==> src/dapr_defs.svh <==
// Purpose: shared numbers for the dual converter readout block
// Assumes: 12-bit results, conversion clock at sixteen times sample rate
// Notes:   timing figures in ns, cycle counts derived from the clk_sys rate
`ifndef DAPR_DEFS_SVH
`define DAPR_DEFS_SVH

`define DAPR_RESULT_W        12
`define DAPR_CLKS_PER_SAMPLE 16
`define DAPR_SYS_PERIOD_NS   4
`define DAPR_START_MIN_NS    15
// least time rounds up to whole system cycles
`define DAPR_START_MIN_CYC   \
  ((`DAPR_START_MIN_NS + `DAPR_SYS_PERIOD_NS - 1) / `DAPR_SYS_PERIOD_NS)
`define DAPR_SYNC_STAGES     2
`define DAPR_RESULT_RST      12'h000

// positions of the synchronised pins inside the pin group
`define DAPR_PIN_START       0
`define DAPR_PIN_SELECT      1
`define DAPR_PIN_CONV_CLK    2
`define DAPR_PIN_CS          3
`define DAPR_PIN_RD          4
`define DAPR_PIN_COUNT       5

`endif

==> src/dapr_pkg.sv <==
// Purpose: types shared by the readout block
// Assumes: nothing beyond the defs header
// Notes:   gray code along idle -> convert -> idle
package dapr_pkg;
  typedef enum logic [1:0]
  {
    DAPR_IDLE    = 2'h0,
    DAPR_CONVERT = 2'h1
  } dapr_state_e;

  typedef logic [11:0] dapr_word_t;
endpackage

==> src/dapr_pin_if.sv <==
// Purpose: carries synchronised pin levels and their edges
// Assumes: all members on clk_sys
// Notes:   edges are one-cycle pulses
interface dapr_pin_if #(
  parameter int W = 5
);
  logic [W-1:0] level;
  logic [W-1:0] fall;
  logic [W-1:0] rise;

  modport src (output level, output fall, output rise);
  modport dst (input level, input fall, input rise);
endinterface

==> src/dapr_pin_sync.sv <==
// Purpose: two-flop synchroniser and edge finder per pin
// Assumes: pins are asynchronous to clk_sys
// Notes:   first stage is read only by the second stage
module dapr_pin_sync #(
  parameter int W = 5
)(
  input  wire logic         clk_sys,
  input  wire logic         rst_n,
  input  wire logic [W-1:0] pin_in,
  dapr_pin_if.src           pins
);
  logic [W-1:0] s1_q;
  logic [W-1:0] s2_q;
  logic [W-1:0] s3_q;
  logic [W-1:0] s1_d;
  logic [W-1:0] s2_d;
  logic [W-1:0] s3_d;

  // next values: shift each pin one stage per edge
  always_comb
  begin
    s1_d = pin_in;
    s2_d = s1_q;
    s3_d = s2_q;
  end

  // idle-high reset keeps strobes from faking an edge after release
  always_ff @(posedge clk_sys)
  begin
    if (!rst_n)
    begin
      s1_q <= '1;
      s2_q <= '1;
      s3_q <= '1;
    end
    else
    begin
      s1_q <= s1_d;
      s2_q <= s2_d;
      s3_q <= s3_d;
    end
  end

  // edges seen only between second and third stage
  genvar i;
  generate
    for (i = 0; i < W; i++)
    begin : g_edge
      assign pins.level[i] = s2_q[i];
      assign pins.fall[i]  = s3_q[i] & ~s2_q[i];
      assign pins.rise[i]  = ~s3_q[i] & s2_q[i];
    end
  endgenerate
endmodule

==> src/dapr_top.sv <==
// Purpose: conversion control and parallel readout of a dual converter
// Assumes: conversion clock well below a quarter of clk_sys
// Notes:   conversion codes arrive from the converter cores on clk_sys
//
// Contract
// - busy is high exactly while a conversion runs, low otherwise.
// - pair select sampled at start strobe fall picks input 0 or 1.
// - conversion advances on the external clock, sixteen clocks per sample.
// - first read strobe fall shows converter A, second shows converter B.
// - select level during read picks input 0 or 1 result.
// - start strobe fall while idle puts both holds in hold and starts both converters.
// - bus is driven only while chip select and read strobe are both low.
`include "dapr_defs.svh"

module dapr_top
  import dapr_pkg::*;
#(
  parameter int CLKS_PER_SAMPLE = `DAPR_CLKS_PER_SAMPLE
)(
  input  wire logic        clk_sys,
  input  wire logic        rst_n,
  input  wire logic        conversion_start_strobe_n,
  input  wire logic        pair_select,
  input  wire logic        conv_clk,
  input  wire logic        chip_select_n,
  input  wire logic        read_strobe_n,
  input  wire logic [11:0] code_a0,
  input  wire logic [11:0] code_a1,
  input  wire logic [11:0] code_b0,
  input  wire logic [11:0] code_b1,
  output logic             busy,
  output logic [11:0]      result_out,
  output logic             result_oe
);
  // counter must hold the full per-sample clock count
  localparam int CW = $clog2(CLKS_PER_SAMPLE + 1);
  localparam logic [CW-1:0] LAST_CLK = CW'(CLKS_PER_SAMPLE);

  dapr_pin_if #(.W(`DAPR_PIN_COUNT)) pins ();

  // raw pin levels gathered in the order the sync stages expect
  logic [`DAPR_PIN_COUNT-1:0] pin_raw;

  // pin order fixed by the defs header
  assign pin_raw[`DAPR_PIN_START]    = conversion_start_strobe_n;
  assign pin_raw[`DAPR_PIN_SELECT]   = pair_select;
  assign pin_raw[`DAPR_PIN_CONV_CLK] = conv_clk;
  assign pin_raw[`DAPR_PIN_CS]       = chip_select_n;
  assign pin_raw[`DAPR_PIN_RD]       = read_strobe_n;

  // every pin crosses into clk_sys through two flops before any logic
  dapr_pin_sync #(.W(`DAPR_PIN_COUNT)) u_sync (
    .clk_sys (clk_sys),
    .rst_n   (rst_n),
    .pin_in  (pin_raw),
    .pins    (pins)
  );

  // edge and level views of the synchronised pins; the read edge only
  // counts with chip select low, so strobes without select are refused
  logic start_fall;
  logic sel_lvl;
  logic cclk_rise;
  logic access_lvl;
  logic rd_fall;
  logic cs_rise;

  assign start_fall = pins.fall[`DAPR_PIN_START];
  assign sel_lvl    = pins.level[`DAPR_PIN_SELECT];
  assign cclk_rise  = pins.rise[`DAPR_PIN_CONV_CLK];
  assign access_lvl = ~pins.level[`DAPR_PIN_CS] & ~pins.level[`DAPR_PIN_RD];
  assign rd_fall    = pins.fall[`DAPR_PIN_RD] & ~pins.level[`DAPR_PIN_CS];
  assign cs_rise    = pins.rise[`DAPR_PIN_CS];

  // conversion state
  dapr_state_e  state_q;
  dapr_state_e  state_d;
  logic [CW-1:0] clk_cnt_q;
  logic [CW-1:0] clk_cnt_d;
  logic          pair_q;
  logic          pair_d;
  dapr_word_t    hold_a_q;
  dapr_word_t    hold_a_d;
  dapr_word_t    hold_b_q;
  dapr_word_t    hold_b_d;
  logic          busy_q;
  logic          busy_d;
  // result store, index 0 = input 0, index 1 = input 1
  dapr_word_t    res_a_q [2];
  dapr_word_t    res_a_d [2];
  dapr_word_t    res_b_q [2];
  dapr_word_t    res_b_d [2];

  // next values of the conversion sequencer
  always_comb
  begin
    state_d   = state_q;
    clk_cnt_d = clk_cnt_q;
    pair_d    = pair_q;
    hold_a_d  = hold_a_q;
    hold_b_d  = hold_b_q;
    busy_d    = busy_q;
    res_a_d   = res_a_q;
    res_b_d   = res_b_q;
    case (state_q)
      DAPR_IDLE:
      begin
        if (start_fall)
        begin
          pair_d    = sel_lvl;
          hold_a_d  = sel_lvl ? code_a1 : code_a0;
          hold_b_d  = sel_lvl ? code_b1 : code_b0;
          clk_cnt_d = '0;
          busy_d    = 1'b1;
          state_d   = DAPR_CONVERT;
        end
      end
      DAPR_CONVERT:
      begin
        // start strobes while converting are ignored: both holds are busy
        if (cclk_rise)
        begin
          // last counted rise closes the sample: publish both words at once
          if (clk_cnt_q == LAST_CLK - CW'(1))
          begin
            res_a_d[pair_q] = hold_a_q;
            res_b_d[pair_q] = hold_b_q;
            busy_d          = 1'b0;
            state_d         = DAPR_IDLE;
          end
          else
          begin
            clk_cnt_d = clk_cnt_q + CW'(1);
          end
        end
      end
      // unused code: recover to idle rather than lock up
      default:
      begin
        state_d = DAPR_IDLE;
        busy_d  = 1'b0;
      end
    endcase
  end

  // register the sequencer; reset parks it idle with cleared stores
  always_ff @(posedge clk_sys)
  begin
    if (!rst_n)
    begin
      state_q    <= DAPR_IDLE;
      clk_cnt_q  <= '0;
      pair_q     <= 1'b0;
      hold_a_q   <= `DAPR_RESULT_RST;
      hold_b_q   <= `DAPR_RESULT_RST;
      busy_q     <= 1'b0;
      res_a_q[0] <= `DAPR_RESULT_RST;
      res_a_q[1] <= `DAPR_RESULT_RST;
      res_b_q[0] <= `DAPR_RESULT_RST;
      res_b_q[1] <= `DAPR_RESULT_RST;
    end
    else
    begin
      state_q   <= state_d;
      clk_cnt_q <= clk_cnt_d;
      pair_q    <= pair_d;
      hold_a_q  <= hold_a_d;
      hold_b_q  <= hold_b_d;
      busy_q    <= busy_d;
      res_a_q   <= res_a_d;
      res_b_q   <= res_b_d;
    end
  end

  // readout state
  logic       ptr_b_q;
  logic       ptr_b_d;
  dapr_word_t data_q;
  dapr_word_t data_d;
  logic       oe_q;
  logic       oe_d;

  // read pointer restarts at A when chip select goes away, so each
  // access opens with the A word even after an odd number of strobes
  always_comb
  begin
    ptr_b_d = ptr_b_q;
    data_d  = data_q;
    oe_d    = access_lvl;
    if (rd_fall)
    begin
      data_d  = ptr_b_q ? res_b_q[sel_lvl]
                        : res_a_q[sel_lvl];
      ptr_b_d = ~ptr_b_q;
    end
    // chip select going away restarts the A then B order
    else if (cs_rise)
    begin
      ptr_b_d = 1'b0;
    end
  end

  // register the readout; after reset the bus is released, pointer at A
  always_ff @(posedge clk_sys)
  begin
    if (!rst_n)
    begin
      ptr_b_q <= 1'b0;
      data_q  <= `DAPR_RESULT_RST;
      oe_q    <= 1'b0;
    end
    else
    begin
      ptr_b_q <= ptr_b_d;
      data_q  <= data_d;
      oe_q    <= oe_d;
    end
  end

  // outputs straight from flops
  assign busy       = busy_q;
  assign result_out = data_q;
  assign result_oe  = oe_q;
endmodule

==> config.mk <==
export PLATFORM = sky130hd
export DESIGN_NAME = dapr_top
export DESIGN_NICKNAME = d
export VERILOG_FILES = /design/src/dapr_pkg.sv /design/src/dapr_pin_if.sv /design/src/dapr_pin_sync.sv /design/src/dapr_top.sv
export VERILOG_INCLUDE_DIRS = /design/src
export SDC_FILE = /design/constraint.sdc
export NUM_CORES = 1
export LEC_CHECK = 0
export BUFFER_PORTS_ARGS = -buffer_cell sky130_fd_sc_hd__buf_2
export CAP_MARGIN = 20
export CELL_PAD_IN_SITES_DETAIL_PLACEMENT = 2
export CELL_PAD_IN_SITES_GLOBAL_PLACEMENT = 2
export CORE_MARGIN = 5
export CORE_UTILIZATION = 25
export CTS_BUF_LIST = sky130_fd_sc_hd__clkbuf_16
export CTS_CLUSTER_DIAMETER = 200
export DETAILED_ROUTE_END_ITERATION = 8
export PLACE_DENSITY = 0.69
export SLEW_MARGIN = 25
export SYNTH_ARGS = -nofsm -noshare
export SYNTH_HDL_FRONTEND = slang
export SYNTH_SLANG_ARGS = --single-unit
export TNS_END_PERCENT = 5
==> constraint.sdc <==
create_clock -name clk_sys -period 1.8 [get_ports clk_sys]
set_input_delay 0.36 -clock clk_sys [delete_from_list [all_inputs] [get_ports clk_sys]]
set_output_delay 0.36 -clock clk_sys [all_outputs]
set_load 0.01 [all_outputs]
==> out/results.tsv <==
stage	metric	value	unit
outcome	status	finished with violations	
outcome	violations	setup timing	
placement	place_congestion	0.682	
global_routing	antenna_found_initial	0	
routing	viasPerCell	4.54	
critical_path	path_cells	ha_4 > and3_4 > ha_4 > nand3b_1 > nor3b_4 > buf_6 > buf_12 > mux2i_1	
sta	fin_worst_skew	0.00963	ns
synthesis	avgSynthCellArea	10.5	µm²
die	dieArea	0.0202	mm²
sta	finalSetupViolations	2	
global_routing	grt_pass1_wl	18.8	mm
cells_and_area	nNetsFinal	540	
cells_and_area	area_growth	23.0	%
cts	hold_buffers	0	
cells_and_area	seq_area	0.00215	mm²
sta	relSlewSlack	0.489	
synthesis	synth-edff-count	0	
die	initial_core_util	0.254	
cells_and_area	final_util	0.312	
cells_and_area	diodes	0	
critical_path	worst-r2r-cell-count	8	
critical_path	slowest_delay	0.36	ns
die	io_pins	69	
synthesis	synthesis.nets	472	
synthesis	ys_seq_elements	107	
min_path	hold_path_class	input pin to register	
cts	clk_path_buf_depth	2	
synthesis	synth_flop_cell	dfxtp_1	
synthesis	synth.top_cell.area_share	0.490	
critical_path	arrival	2.08	ns
critical_path	critPathCaptureType	register	
synthesis	ys_types	30	
critical_path	crit_top_cell	ha_4	
sta	tightest_slew	0.763	ns
critical_path	crit_type	register to register	
sta	rsz0062_at_grt	yes	
power	power_density	838	mW/mm²
cts	clk_pin_slew_worst_paths	0.07	ns
global_routing	grt-ovfl-total	0	
cells_and_area	final_common_cell	dfxtp_1	
placement	io_buffers	68	
critical_path	rrSetupSlack	-0.02	ns
die	core_area	0.0172	mm²
synthesis	synth.area.top_cells	dfxtp_1 49%, mux2i_1 16%, nand2_1 6.6%	
sta	finalCritPeriodShare	1.01	
sta	finalWorstPathRequiredPeriod	1.82	ns
placement	post_dp_cell_area	0.00499	mm²
cells_and_area	multiInputGateArea	0.00209	mm²
cells_and_area	design_area	0.00538	mm²
placement	place_hpwl	8.24	mm
routing	num_vias	3237	
cts	cts_tree	built	
sta	fin_ws	-0.0191	ns
sta	slew_violations	0	
cts	htreeDepth	3	
critical_path	cp_slowest_cell	dfxtp_2	
cells_and_area	layout_common_cells	104 x dfxtp_1, 77 x nand2_1, 72 x mux2i_1	
critical_path	cp_max_fo	6	
synthesis	yosys_warnings	0	
cts	cts_buffers	9	
critical_path	cp.required	2.06	ns
power	leakagePower	2.25	nW
cells_and_area	nFillCells	1901	
die	rows	48	
routing	drc	0	
placement	dp_slack	-0.0881	ns
synthesis	syn_inst	415	
cts	cts_root_buf	clkbuf_16	
critical_path	cp_num_cells	8	
critical_path	critPathTopFamily	simple AND/OR/NAND/NOR gates	
sta	max_freq	0.550	GHz
power	peakVddDrop	0.000448	V
routing	drtPass1Iterations	4	
cells_and_area	layout-drive-gt1-share	0.258	
min_path	whs_path_depth	2	
cts	cts_sinks	107	
die	die_w	142	µm
global_routing	track_usage	0.118	
critical_path	critPathBufInv	2	
global_routing	grt_max_degree	54	
synthesis	ys_seq_area_frac	0.490	
die	die_h	142	µm
synthesis	netlist_area	0.00437	mm²
sta	final-hold-violation-count	0	
synthesis	synthArstFlopShare	0	
routing	wire_per_inst	16.2	µm
critical_path	worst_setup_path_start_kind	register	
routing	drt_iter0_markers	135	
flow_run	maxCapViolCount	0	
synthesis	synth_top_area_cell	dfxtp_1	
cts	worstSkewPairLatency	0.35	ns
routing	ant_nets	0	
routing	drt_wl_total	11.6	mm
global_routing	grt_pass1_vias	3641	
power by group:
part           total, mW  switching, mW  internal [mW]
logic              0.267          0.146          0.120
clock network       1.80          0.879          0.923
registers           2.44         0.0327           2.41
total               4.51           1.06           3.45
registers in the layout, summed over array words and instances (netlist names), 4 cells and up:
name,flops
result_out,12
hold_a_q,12
res_a_q,24
res_b_q,24
u_sync.s3_q,4
u_sync.pins.level,5
hold_b_q,12
u_sync.s1_q,5
clk_cnt_q,5
what timing repair did:
action,CTS,global route
gates cloned,2,0
gates resized for setup,8,1
buffers inserted,5,1
setup endpoints to repair,25,25
pin swaps,2,1
kinds of logic (layout without fill, tap and decap cells):
| logic type | after synthesis | count (layout) | synth area share |
|---|---|---|---|
| flip-flops | 107 | 107 | 0.490 |
| buffers and inverters | 34 | 107 | 0.0418 |
| multiplexers | 84 | 84 | 0.227 |
| adder cells (fa/ha/maj) | 2 | 2 | 0.00572 |
| AO/OA/AOI/OAI | 45 | 45 | 0.0772 |
| AND/OR/NAND/NOR | 143 | 143 | 0.159 |
cells in the mapped netlist, drive strengths merged, types with 2 or more instances:
cell type / n
nor2b: 4
nor3b: 5
a22o: 12
mux2i: 72
dfxtp: 107
clkbuf: 12
nand3: 6
inv: 2
nand2: 77
mux4: 12
nor2: 27
buf: 20
a211oi: 24
ha: 2
a21oi: 6
nand2b: 16
final timing paths:
| path | end | start |
|---|---|---|
| hold / removal | u_sync.s1_q[0] | conversion_start_strobe_n |
| setup reg to reg | res_b_q[12] | clk_cnt_q[1] |
| hold reg to reg | u_sync.pins.level[3] | u_sync.s1_q[3] |
| setup / recovery | res_b_q[12] | clk_cnt_q[1] |
layer usage:
metal / global-route usage / share of wire
met1: 0.157 / 0.49
met2: 0.191 / 0.46
met3: 0.0178 / 0.033
met4: 0.0485 / 0.018
met5: 0 / 0
cell type report:
type / count / area share
Tap cell: 225 / 0.0523
Inverter: 2 / 0.00140
Sequential cell: 107 / 0.399
Clock buffer: 9 / 0.0419
Timing Repair Buffer: 89 / 0.111
Multi-Input combinational cell: 274 / 0.389
Clock inverter: 7 / 0.00651
per-stage QoR:
step / instances / setup TNS, ns / power [mW] / hold slack (ns)
final: 713 / -0.0255 / 4.51 / 0.195
after global routing: 713 / -2.18 / 4.70 / 0.196
after CTS: 712 / -0.0411 / 4.58 / 0.185
after detailed placement: 689 / -1.46 / 2.77 / 0.409
after global placement: 689 / 0 / 2.76 / 0.394
after floorplan: 415 / 0 / 2.65 / 0.386
Power figures use the tool's default switching activity.
